**config.mk**
```make
export PLATFORM = sky130hd
export DESIGN_NAME = bit_error_rate_tester
export DESIGN_NICKNAME = d
export VERILOG_FILES = /design/src/verilog/bert_pkg.sv /design/src/verilog/bit_error_rate_tester.sv
export SDC_FILE = /design/constraint.sdc
export NUM_CORES = 2
export LEC_CHECK = 0
export ABC_AREA = 1
export ABC_CLOCK_PERIOD_IN_PS = 5400
export BUFFER_PORTS_ARGS = -buffer_cell sky130_fd_sc_hd__buf_2
export CAP_MARGIN = 20
export CORE_MARGIN = 2
export CORE_UTILIZATION = 58
export CTS_CLUSTER_DIAMETER = 120
export DETAILED_ROUTE_END_ITERATION = 6
export PLACE_DENSITY = 0.85
export SLEW_MARGIN = 30
export SYNTH_ARGS = -nofsm -noshare
export SYNTH_HDL_FRONTEND = slang
export SYNTH_SLANG_ARGS = --single-unit
```
**constraint.sdc**
```tcl
create_clock -name pclk -period 5.4 [get_ports pclk]
set_input_delay 1.08 -clock pclk [delete_from_list [all_inputs] [get_ports pclk]]
set_output_delay 1.08 -clock pclk [all_outputs]
set_load 0.05 [all_outputs]
```
**src/verilog/bert_pkg.sv**
```systemverilog
// shared constants, types and register map of the bit error rate tester
package bert_pkg;

  // register byte offsets
  localparam logic [7:0] OFS_STAGED = 8'h00;
  localparam logic [7:0] OFS_ACTIVE = 8'h04;
  localparam logic [7:0] OFS_CMD = 8'h08;
  localparam logic [7:0] OFS_STATUS = 8'h0C;
  localparam logic [7:0] OFS_BIT_ERR = 8'h10;
  localparam logic [7:0] OFS_ERR_SEC = 8'h14;
  localparam logic [7:0] OFS_SEV_SEC = 8'h18;
  localparam logic [7:0] OFS_RUN_SEC = 8'h1C;
  localparam logic [7:0] OFS_UNLK_SEC = 8'h20;
  localparam logic [7:0] OFS_RUNTIME = 8'h24;
  localparam logic [7:0] OFS_RATIO = 8'h28;
  localparam logic [7:0] OFS_TX_BITS = 8'h2C;

  // field positions
  localparam int FLD_PATTERN_LSB = 0;
  localparam int FLD_DIR = 4;
  localparam int FLD_CHAN = 8;
  localparam int CMD_SAVE = 0;
  localparam int CMD_UNDO = 1;
  localparam int CMD_REFRESH = 2;
  localparam int CMD_INJECT = 3;
  localparam int CMD_CLEAR = 4;
  localparam int ST_SYNC = 0;
  localparam int ST_LINE = 1;
  localparam int ST_SEC_AVAIL = 2;
  localparam int ST_RATIO_BUSY = 3;
  localparam int ST_INJECT_PEND = 4;

  typedef enum logic [2:0] {
    PAT_OFF = 3'b000,
    PAT_MARK = 3'b001,
    PAT_SPACE = 3'b010,
    PAT_ALT = 3'b011,
    PAT_ONE_IN_8 = 3'b100,
    PAT_PRBS9 = 3'b101,
    PAT_PRBS11 = 3'b110,
    PAT_QRSS = 3'b111
  } pattern_t;

  typedef enum logic {
    DIR_NET = 1'b0,
    DIR_USER = 1'b1
  } dir_t;

  typedef enum logic {
    CHAN_MAIN = 1'b0,
    CHAN_AUX = 1'b1
  } chan_t;

  typedef enum logic {
    DIV_IDLE = 1'b0,
    DIV_RUN = 1'b1
  } div_state_t;

  typedef struct packed {
    pattern_t pattern;
    dir_t dir;
    chan_t chan;
  } cfg_t;

  localparam cfg_t CFG_RESET = '{pattern: PAT_OFF, dir: DIR_NET, chan: CHAN_MAIN};

  // pattern history, seeded so the one-in-eight byte and the sequences start non-zero
  localparam int HIST_W = 20;
  localparam logic [19:0] TX_SEED = 20'h00040;

  // receive lock: consecutive good bits to lock, errors per window to drop lock
  localparam logic [5:0] SYNC_GOOD_BITS = 6'h20;
  localparam logic [5:0] LOSS_ERRORS = 6'h10;
  localparam logic [5:0] LOSS_WINDOW_LAST = 6'h3F;

  // per-second statistics
  localparam int SECOND_NS = 1000000000;
  localparam int CLK_PERIOD_NS = 4;
  localparam int SECOND_CYCLES = SECOND_NS / CLK_PERIOD_NS;
  localparam logic [41:0] SEVERE_RATIO = 42'h000_0000_03E8;
  localparam logic [3:0] RUN_SECONDS = 4'hA;
  localparam logic [5:0] DIV_STEPS = 6'h20;

endpackage

```
**src/verilog/bit_error_rate_tester.sv**
```systemverilog
// per-port bit error rate tester with apb register access
`timescale 1ns/1ps

// Function
// - send chosen pattern on the port and measure the returned bit error ratio
// - patterns: off, ones, zeros, 1010, 0100-0000, 511, 2047, quasi-random
// - reset configuration: pattern off, toward network, main channel
// - network direction sends toward the network; user sends to four-wire line
// - pattern goes on main or auxiliary channel; auxiliary only if present
// - read-only lock flag shows the checker is synchronised to the pattern
// - bit error tally counts every received bit that mismatches while the checker is locked
// - errored-second tally counts seconds with at least one error
// - severe-second tally counts seconds with error ratio above one per thousand
// - after ten severe seconds count every second until ten clean seconds
// - unlocked-second tally counts seconds in which the checker lacked lock
// - error ratio is error tally divided by bits sent since the start
// - runtime counts whole seconds since the test started
// - four-wire line state shows normal when signal present, else no signal
// - one inject command inverts exactly one transmitted pattern bit
// - readable statistics change only when a refresh is commanded
// - settings are staged; save commits them into effect
// - undo drops staged settings back to the last committed values
module bit_error_rate_tester
  import bert_pkg::*;
#(
  parameter int SECOND_CYCLES_P = SECOND_CYCLES
)
(
  input wire logic pclk,
  input wire logic presetn,
  input wire logic psel,
  input wire logic penable,
  input wire logic pwrite,
  input wire logic [7:0] paddr,
  input wire logic [31:0] pwdata,
  output logic [31:0] prdata,
  output logic pready,
  output logic pslverr,
  input wire logic tx_bit_en,
  output logic net_tx_bit,
  output logic net_tx_valid,
  output logic user_tx_bit,
  output logic user_tx_valid,
  output logic aux_channel_sel,
  input wire logic net_rx_bit,
  input wire logic net_rx_valid,
  input wire logic user_rx_bit,
  input wire logic user_rx_valid,
  input wire logic aux_channel_present,
  input wire logic line_signal_present
);

  // next bit of a pattern from its own history, newest bit in h[0]
  function automatic logic pattern_bit(input pattern_t p, input logic [HIST_W-1:0] h);
    case (p)
      PAT_MARK: pattern_bit = 1'b1;
      PAT_SPACE: pattern_bit = 1'b0;
      PAT_ALT: pattern_bit = ~h[0];
      PAT_ONE_IN_8: pattern_bit = h[7];
      PAT_PRBS9: pattern_bit = h[8] ^ h[4];
      PAT_PRBS11: pattern_bit = h[10] ^ h[8];
      PAT_QRSS: pattern_bit = h[19] ^ h[16];
      default: pattern_bit = 1'b0;
    endcase
  endfunction

  cfg_t staged_q;
  cfg_t active_q;
  logic setup;
  logic wr_access;
  logic cmd_wr;
  logic save_cmd;
  logic undo_cmd;
  logic refresh_cmd;
  logic inject_cmd;
  logic restart;
  logic running;
  cfg_t wr_cfg;
  logic [HIST_W-1:0] tx_hist_q;
  logic tx_next;
  logic inject_pend_q;
  logic [31:0] tx_bits_q;
  logic [31:0] bit_err_q;
  logic rx_bit;
  logic rx_valid;
  logic [HIST_W-1:0] rx_hist_q;
  logic mismatch;
  logic sync_q;
  logic [5:0] good_run_q;
  logic [5:0] win_pos_q;
  logic [5:0] win_err_q;
  logic [31:0] tick_cnt_q;
  logic tick;
  logic [31:0] sec_err_q;
  logic [31:0] sec_bits_q;
  logic sec_unlocked_q;
  logic severe;
  logic [31:0] err_sec_q;
  logic [31:0] sev_sec_q;
  logic [31:0] run_sec_q;
  logic [31:0] unlk_sec_q;
  logic [31:0] runtime_q;
  logic [3:0] sev_streak_q;
  logic [3:0] ok_streak_q;
  logic in_run_q;
  logic [31:0] snap_err_q;
  logic [31:0] snap_es_q;
  logic [31:0] snap_ses_q;
  logic [31:0] snap_run_q;
  logic [31:0] snap_unlk_q;
  logic [31:0] snap_time_q;
  logic [31:0] snap_bits_q;
  logic [31:0] ratio_q;
  div_state_t div_state_q;
  logic [5:0] div_step_q;
  logic [32:0] div_rem_q;
  logic [32:0] div_shift;
  logic [31:0] div_den_q;
  logic [31:0] div_quo_q;
  logic [31:0] rd_val;
  logic rd_hit;

  // apb: decode in setup, answer with zero wait states in the access phase
  assign setup = psel && !penable;
  assign wr_access = psel && penable && pwrite;
  assign pready = 1'b1;
  assign cmd_wr = wr_access && (paddr == OFS_CMD);
  assign save_cmd = cmd_wr && pwdata[CMD_SAVE];
  assign undo_cmd = cmd_wr && pwdata[CMD_UNDO] && !pwdata[CMD_SAVE];
  assign refresh_cmd = cmd_wr && pwdata[CMD_REFRESH];
  assign inject_cmd = cmd_wr && pwdata[CMD_INJECT];
  assign wr_cfg = '{pattern: pattern_t'(pwdata[FLD_PATTERN_LSB +: 3]), dir: dir_t'(pwdata[FLD_DIR]),
                    chan: chan_t'(pwdata[FLD_CHAN])};

  always_comb
  begin
    rd_hit = 1'b1;
    case (paddr)
      OFS_STAGED: rd_val = {23'h0, staged_q.chan, 3'h0, staged_q.dir, 1'h0, staged_q.pattern};
      OFS_ACTIVE: rd_val = {23'h0, active_q.chan, 3'h0, active_q.dir, 1'h0, active_q.pattern};
      OFS_CMD: rd_val = 32'h0;
      OFS_STATUS: rd_val = {27'h0, inject_pend_q, div_state_q == DIV_RUN, aux_channel_present,
                            line_signal_present, sync_q};
      OFS_BIT_ERR: rd_val = snap_err_q;
      OFS_ERR_SEC: rd_val = snap_es_q;
      OFS_SEV_SEC: rd_val = snap_ses_q;
      OFS_RUN_SEC: rd_val = snap_run_q;
      OFS_UNLK_SEC: rd_val = snap_unlk_q;
      OFS_RUNTIME: rd_val = snap_time_q;
      OFS_RATIO: rd_val = ratio_q;
      OFS_TX_BITS: rd_val = snap_bits_q;
      default:
      begin
        rd_val = 32'h0;
        rd_hit = 1'b0;
      end
    endcase
  end

  always_ff @(posedge pclk or negedge presetn)
  begin
    if (!presetn)
    begin
      prdata <= 32'h0;
      pslverr <= 1'b0;
    end
    else if (setup)
    begin
      prdata <= pwrite ? 32'h0 : rd_val;
      pslverr <= !rd_hit;
    end
  end

  // staged and committed settings
  always_ff @(posedge pclk or negedge presetn)
  begin
    if (!presetn)
      staged_q <= CFG_RESET;
    else if (wr_access && paddr == OFS_STAGED)
      staged_q <= wr_cfg;
    else if (undo_cmd)
      staged_q <= active_q;
  end

  always_ff @(posedge pclk or negedge presetn)
  begin
    if (!presetn)
      active_q <= CFG_RESET;
    else if (save_cmd)
    begin
      active_q <= staged_q;
      active_q.chan <= aux_channel_present ? staged_q.chan : CHAN_MAIN;
    end
  end

  // a committed pattern change starts a new test
  assign restart = (save_cmd && staged_q.pattern != active_q.pattern) || (cmd_wr && pwdata[CMD_CLEAR]);
  assign running = active_q.pattern != PAT_OFF;
  assign aux_channel_sel = active_q.chan == CHAN_AUX;

  // transmit generator; history keeps the clean bit so an injected error stays single
  assign tx_next = pattern_bit(active_q.pattern, tx_hist_q);

  always_ff @(posedge pclk or negedge presetn)
  begin
    if (!presetn)
      tx_hist_q <= TX_SEED;
    else if (restart)
      tx_hist_q <= TX_SEED;
    else if (tx_bit_en && running)
      tx_hist_q <= {tx_hist_q[HIST_W-2:0], tx_next};
  end

  always_ff @(posedge pclk or negedge presetn)
  begin
    if (!presetn)
      inject_pend_q <= 1'b0;
    else if (inject_cmd && running)
      inject_pend_q <= 1'b1;
    else if (tx_bit_en || !running)
      inject_pend_q <= 1'b0;
  end

  always_ff @(posedge pclk or negedge presetn)
  begin
    if (!presetn)
    begin
      net_tx_bit <= 1'b0;
      net_tx_valid <= 1'b0;
      user_tx_bit <= 1'b0;
      user_tx_valid <= 1'b0;
    end
    else
    begin
      net_tx_valid <= tx_bit_en && running && active_q.dir == DIR_NET;
      user_tx_valid <= tx_bit_en && running && active_q.dir == DIR_USER;
      if (tx_bit_en && running)
      begin
        net_tx_bit <= tx_next ^ inject_pend_q;
        user_tx_bit <= tx_next ^ inject_pend_q;
      end
    end
  end

  always_ff @(posedge pclk or negedge presetn)
  begin
    if (!presetn)
      tx_bits_q <= 32'h0;
    else if (restart)
      tx_bits_q <= 32'h0;
    else if (tx_bit_en && running)
      tx_bits_q <= tx_bits_q + 32'h1;
  end

  // receive checker: the return path is the side the pattern was sent to
  assign rx_bit = (active_q.dir == DIR_NET) ? net_rx_bit : user_rx_bit;
  assign rx_valid = running && ((active_q.dir == DIR_NET) ? net_rx_valid : user_rx_valid);
  assign mismatch = rx_valid && (pattern_bit(active_q.pattern, rx_hist_q) != rx_bit);

  always_ff @(posedge pclk or negedge presetn)
  begin
    if (!presetn)
      rx_hist_q <= '0;
    else if (rx_valid)
      rx_hist_q <= {rx_hist_q[HIST_W-2:0], rx_bit};
  end

  // lock after a clean run; drop lock on a burst of errors inside a window
  always_ff @(posedge pclk or negedge presetn)
  begin
    if (!presetn)
    begin
      sync_q <= 1'b0;
      good_run_q <= 6'h0;
      win_pos_q <= 6'h0;
      win_err_q <= 6'h0;
    end
    else if (restart || !running)
    begin
      sync_q <= 1'b0;
      good_run_q <= 6'h0;
      win_pos_q <= 6'h0;
      win_err_q <= 6'h0;
    end
    else if (rx_valid)
    begin
      if (!sync_q)
      begin
        good_run_q <= mismatch ? 6'h0 : good_run_q + 6'h1;
        if (!mismatch && good_run_q == SYNC_GOOD_BITS - 6'h1)
          sync_q <= 1'b1;
        win_pos_q <= 6'h0;
        win_err_q <= 6'h0;
      end
      else
      begin
        win_pos_q <= win_pos_q + 6'h1;
        if (mismatch && win_err_q == LOSS_ERRORS - 6'h1)
        begin
          sync_q <= 1'b0;
          good_run_q <= 6'h0;
        end
        if (win_pos_q == LOSS_WINDOW_LAST)
          win_err_q <= 6'h0;
        else if (mismatch)
          win_err_q <= win_err_q + 6'h1;
      end
    end
  end

  always_ff @(posedge pclk or negedge presetn)
  begin
    if (!presetn)
      bit_err_q <= 32'h0;
    else if (restart)
      bit_err_q <= 32'h0;
    else if (mismatch && sync_q)
      bit_err_q <= bit_err_q + 32'h1;
  end

  // common one-second tick
  always_ff @(posedge pclk or negedge presetn)
  begin
    if (!presetn)
      tick_cnt_q <= 32'h0;
    else if (restart || tick)
      tick_cnt_q <= 32'h0;
    else
      tick_cnt_q <= tick_cnt_q + 32'h1;
  end

  assign tick = running && (tick_cnt_q == 32'(SECOND_CYCLES_P - 1));

  // accumulation inside the current second; an event on the tick opens the next one
  always_ff @(posedge pclk or negedge presetn)
  begin
    if (!presetn)
    begin
      sec_err_q <= 32'h0;
      sec_bits_q <= 32'h0;
      sec_unlocked_q <= 1'b0;
    end
    else if (restart || tick)
    begin
      sec_err_q <= {31'h0, mismatch && sync_q};
      sec_bits_q <= {31'h0, rx_valid && sync_q};
      sec_unlocked_q <= !sync_q;
    end
    else
    begin
      if (mismatch && sync_q)
        sec_err_q <= sec_err_q + 32'h1;
      if (rx_valid && sync_q)
        sec_bits_q <= sec_bits_q + 32'h1;
      if (!sync_q)
        sec_unlocked_q <= 1'b1;
    end
  end

  assign severe = ({10'h0, sec_err_q} * SEVERE_RATIO) > {10'h0, sec_bits_q};

  always_ff @(posedge pclk or negedge presetn)
  begin
    if (!presetn)
    begin
      err_sec_q <= 32'h0;
      sev_sec_q <= 32'h0;
      unlk_sec_q <= 32'h0;
      runtime_q <= 32'h0;
    end
    else if (restart)
    begin
      err_sec_q <= 32'h0;
      sev_sec_q <= 32'h0;
      unlk_sec_q <= 32'h0;
      runtime_q <= 32'h0;
    end
    else if (tick)
    begin
      runtime_q <= runtime_q + 32'h1;
      if (sec_err_q != 32'h0)
        err_sec_q <= err_sec_q + 32'h1;
      if (severe)
        sev_sec_q <= sev_sec_q + 32'h1;
      if (sec_unlocked_q)
        unlk_sec_q <= unlk_sec_q + 32'h1;
    end
  end

  // consecutive severe run: the tenth severe second opens it, ten clean seconds close it
  always_ff @(posedge pclk or negedge presetn)
  begin
    if (!presetn)
    begin
      sev_streak_q <= 4'h0;
      ok_streak_q <= 4'h0;
      in_run_q <= 1'b0;
      run_sec_q <= 32'h0;
    end
    else if (restart)
    begin
      sev_streak_q <= 4'h0;
      ok_streak_q <= 4'h0;
      in_run_q <= 1'b0;
      run_sec_q <= 32'h0;
    end
    else if (tick)
    begin
      sev_streak_q <= severe ? ((sev_streak_q == RUN_SECONDS) ? RUN_SECONDS : sev_streak_q + 4'h1) : 4'h0;
      ok_streak_q <= severe ? 4'h0 : ((ok_streak_q == RUN_SECONDS) ? RUN_SECONDS : ok_streak_q + 4'h1);
      if (!in_run_q && severe && sev_streak_q == RUN_SECONDS - 4'h1)
      begin
        in_run_q <= 1'b1;
        run_sec_q <= run_sec_q + 32'h1;
      end
      else if (in_run_q && !severe && ok_streak_q == RUN_SECONDS - 4'h1)
        in_run_q <= 1'b0;
      else if (in_run_q)
        run_sec_q <= run_sec_q + 32'h1;
    end
  end

  // snapshots seen by software
  always_ff @(posedge pclk or negedge presetn)
  begin
    if (!presetn)
    begin
      snap_err_q <= 32'h0;
      snap_es_q <= 32'h0;
      snap_ses_q <= 32'h0;
      snap_run_q <= 32'h0;
      snap_unlk_q <= 32'h0;
      snap_time_q <= 32'h0;
      snap_bits_q <= 32'h0;
    end
    else if (refresh_cmd)
    begin
      snap_err_q <= bit_err_q;
      snap_es_q <= err_sec_q;
      snap_ses_q <= sev_sec_q;
      snap_run_q <= run_sec_q;
      snap_unlk_q <= unlk_sec_q;
      snap_time_q <= runtime_q;
      snap_bits_q <= tx_bits_q;
    end
  end

  // error ratio as a 32-bit binary fraction, serial division to save area
  assign div_shift = {div_rem_q[31:0], 1'b0};

  always_ff @(posedge pclk or negedge presetn)
  begin
    if (!presetn)
    begin
      div_state_q <= DIV_IDLE;
      div_step_q <= 6'h0;
      div_rem_q <= 33'h0;
      div_den_q <= 32'h0;
      div_quo_q <= 32'h0;
      ratio_q <= 32'h0;
    end
    else
    begin
      case (div_state_q)
        DIV_IDLE:
        begin
          if (refresh_cmd)
          begin
            if (tx_bits_q == 32'h0)
              ratio_q <= 32'h0;
            else if (bit_err_q >= tx_bits_q)
              ratio_q <= 32'hFFFFFFFF;
            else
            begin
              div_state_q <= DIV_RUN;
              div_rem_q <= {1'b0, bit_err_q};
              div_den_q <= tx_bits_q;
              div_step_q <= 6'h0;
            end
          end
        end
        DIV_RUN:
        begin
          if (div_shift >= {1'b0, div_den_q})
          begin
            div_rem_q <= div_shift - {1'b0, div_den_q};
            div_quo_q <= {div_quo_q[30:0], 1'b1};
          end
          else
          begin
            div_rem_q <= div_shift;
            div_quo_q <= {div_quo_q[30:0], 1'b0};
          end
          div_step_q <= div_step_q + 6'h1;
          if (div_step_q == DIV_STEPS - 6'h1)
          begin
            div_state_q <= DIV_IDLE;
            ratio_q <= (div_shift >= {1'b0, div_den_q}) ? {div_quo_q[30:0], 1'b1} : {div_quo_q[30:0], 1'b0};
          end
        end
        default: div_state_q <= DIV_IDLE;
      endcase
    end
  end

endmodule

```
==> run metrics <==
status=finished with violations; failing checks=setup timing; WP data required=roughly 6 ns; Synth Area in Simple Gates=23.0%; Fmax=156 MHz; Syn Area/Cell=7.98 um2; WL/cell=20.1 um; Starting Density=58.5%; Synth warnings=0; first-pass GRT wire length=229000 um; XOR/XNOR Fraction of Synth Area=3.17%; CTS tree=built; CP peak stage delay=around 0.63 ns; Tightest Pin Transition=0.985 ns; DIE HEIGHT=291 um; Crit-path slowest cell=fa_1; number of vias in the routed layout=45073; Seq cells post-synth=794; worst-path maximum fanout=5; Post-synth EDFFs=0; initial antenna violation count=5; CTS max path bufs=3; critical path type=reg2reg; Syn Inst Count=5995; footprint of the multi-input gates=roughly 25000 um2; Detail Route Antenna Nets=0; Final HPWL DP=105000 um; clk slew on worst S/H paths=roughly 0.06 ns; Fin. Hold Viols=0; post-synthesis mux area share=0.0209%; router iterations before antenna repair=7; H-tree depth=3; clock skew=about 0.032 ns; final weighted congestion in routability-driven placement=roughly 1; Yosys cell types=66; number of setup violations in the final report=between 70 and 80; Num CTS Buffers=84; top cell type's share of synthesized area=41.5%; port buffer count=63; number of core rows=~110; post-synth top area cell=dfrtp_1; die area=between 80000 and 90000 um2; layout cells sized above 1=11.9%; setup ws final=-1.02 ns; Pleak=roughly 0.026 uW; worst-skew pair later-pin latency=0.67 ns; Compound-Gate Fraction of Synth Area=roughly 14%; Total GRT Usage=between 30% and 40%; vias in the first global route=42915; largest family of logic cells by synthesized area=simple AND/OR/NAND/NOR gates; post-synthesis async set-or-reset flop share=between 90% and 100%; internal power=19700 uW; Slew headroom=34.3%; combinational share of power=63.1%; clock share of power=17.7%; CP Capture Type=flop; grt ovf=0; Layout area overhead=15.3%; Primary FF master, synth=dfrtp_1; Net Sw Power=15800 uW; WL final=148000 um; Max IR drop VDD=1.30 mV; Bufs and invs on worst path=9; Pwr Total=35600 uW; Clock Sinks=794; Max-Cap Viols=0; Vias per Instance=6.12; post-synthesis sequential area ratio=41.5%; critical path arrival=about 7.0 ns; max-slew violation count=0; Die Wd=291 um; element type at the critical path start=flop; DR iter-0 viols=5346; Reg area=around 20000 um2; Synth Area in Adders=10.6%; Root Buffer=clkbuf_16; synth top area cells=dfrtp_1 (41%), nand2_1 (11%), inv_1 (6.2%); Reg power frac=around a fifth; Final min period=6.42 ns; syn nets=approximately 6400; HP Class=in2async; Netlist Area Pre-Place=47900 um2; P per Cell Area=645 nW/um2; switch share=44.5%; largest net degree at the start of global routing=between 200 and 250; reg-to-reg slack, setup=-1.02 ns; nets=6615; IO Pins=91; Post-Place Setup Slack=-0.779 ns; RSZ-0062 raised after global routing=true; residual DRC count=0; Tcrit/Tclk final=119%; core area=81800 um2; Fillers=6236; diode count=0; cell family with most CP delay=adder cells
==> per-layer routing <==
layer	global-route usage [%]	vias to the layer above	routed length [um]
met5	0	-	37
met4	18.0	6	9860
met3	6.40	640	14400
met2	53.9	2484	68100
met1	43.8	21637	55900
li1	-	20306	-
==> synthesized netlist by cell type (47+ instances only) <==
cell	instances
a21oi_1	282
a221oi_1	56
clkbuf_1	152
dfrtp_1	793
fa_1	118
ha_1	216
inv_1	791
nand2_1	1409
nand3_1	229
nand4_1	108
nor2_1	468
nor3_1	196
nor4_1	82
o21ai_0	479
o22ai_1	74
o31ai_1	47
xor2_1	147
==> power by group through the flow <==
stage,combinational [uW],clock [uW],sequential [uW]
floorplan,12800,0,6790
global placement,18500,0,6880
detailed placement,19300,0,6910
CTS,20200,6320,6810
global route,24600,6540,6870
finish,22400,6290,6840
==> final cells by class <==
class / count / area share, %
inverter: 806 / 5.53
tap: 1070 / 2.43
multi-input combinational: 4202 / 45.7
timing repair buffer: 341 / 4.81
clock inverter: 35 / 0.950
sequential: 794 / 36.0
clock buffer: 122 / 4.56
==> logic make-up (layout without fill, tap and decap cells) <==
family                   after synthesis  after routing
AO/OA/AOI/OAI                       1119           1119
XOR/XNOR                             173            173
multiplexers                           1              1
AND/OR/NAND/NOR                     2574           2574
adder cells (fa/ha/maj)              334            334
flip-flops                           794            794
buffers and inverters                999           1304
other                                  1              1
==> cell usage in the layout, fill, tap and decap left out, types with 25 or more instances in the layout <==
cell and instances:
ha_1 193, buf_2 62, inv_1 750, nor3_1 194
xor2_1 142, a32o_1 35, nand3_1 199, a22o_1 25
nand4_1 108, o21ai_0 459, fa_1 116, nand2_2 42
a221oi_1 56, inv_2 42, nor2_1 450, dfrtp_1 790
a21oi_1 262, o22ai_1 74, nand3_2 31, buf_4 257
nor4_1 80, o31ai_1 47, nand2_1 1363, clkbuf_16 88
==> worst paths after layout <==
| path | startpoint | to | depth (start not counted) |
|---|---|---|---|
| setup / recovery | sec_err_q[13] | sev_sec_q[5] | 32 |
| hold / removal | presetn | tx_hist_q[18] | 1 |
| setup reg to reg | sec_err_q[13] | sev_sec_q[5] | 32 |
| hold reg to reg | rx_hist_q[2] | rx_hist_q[3] | 2 |
| max in group asynchronous | presetn | sev_sec_q[31] | 3 |
| min in group pclk | rx_hist_q[2] | rx_hist_q[3] | 2 |
==> worst register-to-register path, delay by kind of cell, from the launching register on <==
family | cells | cell delay, ns
xor gates and xnor gates | 1 | 0.17
buffers and inverters | 9 | 1.04
DFF | 1 | 0.41
adders and majority gates | 6 | 2.72
AOI/OAI and AO/OA | 2 | 0.30
and+or+nand+nor | 14 | 1.69
==> registers in the layout, indices dropped and copies added (netlist names), 31 cells and up <==
signal / flops
bit_err_q: 32
div_den_q: 32
div_rem_q: 32
err_sec_q: 32
prdata: 32
ratio_q: 32
run_sec_q: 32
runtime_q: 32
sec_bits_q: 32
sec_err_q: 32
sev_sec_q: 32
snap_bits_q: 32
snap_err_q: 32
snap_es_q: 32
snap_run_q: 32
snap_ses_q: 32
snap_time_q: 32
snap_unlk_q: 32
tick_cnt_q: 32
tx_bits_q: 32
unlk_sec_q: 32
div_quo_q: 31
==> what timing repair did <==
action,in CTS,in global routing
cloned,0,2
hold buffers,0,0
endpoints found under the setup margin,73,73
pin swaps,11,40
setup buffers,15,26
gates resized for setup,73,121
==> metrics by stage <==
| step | area, um2 | std cells | TNS [ns] | hold WS (ns) | util (%) |
|---|---|---|---|---|---|
| after floorplan | 48200 | 5995 | -0.984 | 0.433 | - |
| after global placement | 51100 | 7175 | -39.88 | 0.446 | 62.4 |
| after detailed placement | 51100 | 7175 | -47.76 | 0.452 | 62.4 |
| after CTS | 54400 | 7347 | -33.13 | 0.462 | 66.5 |
| after global routing | 55200 | 7370 | -77.64 | 0.375 | 67.4 |
| final | 55200 | 7370 | -66.70 | 0.344 | 67.4 |
Power figures use the tool's default switching activity.
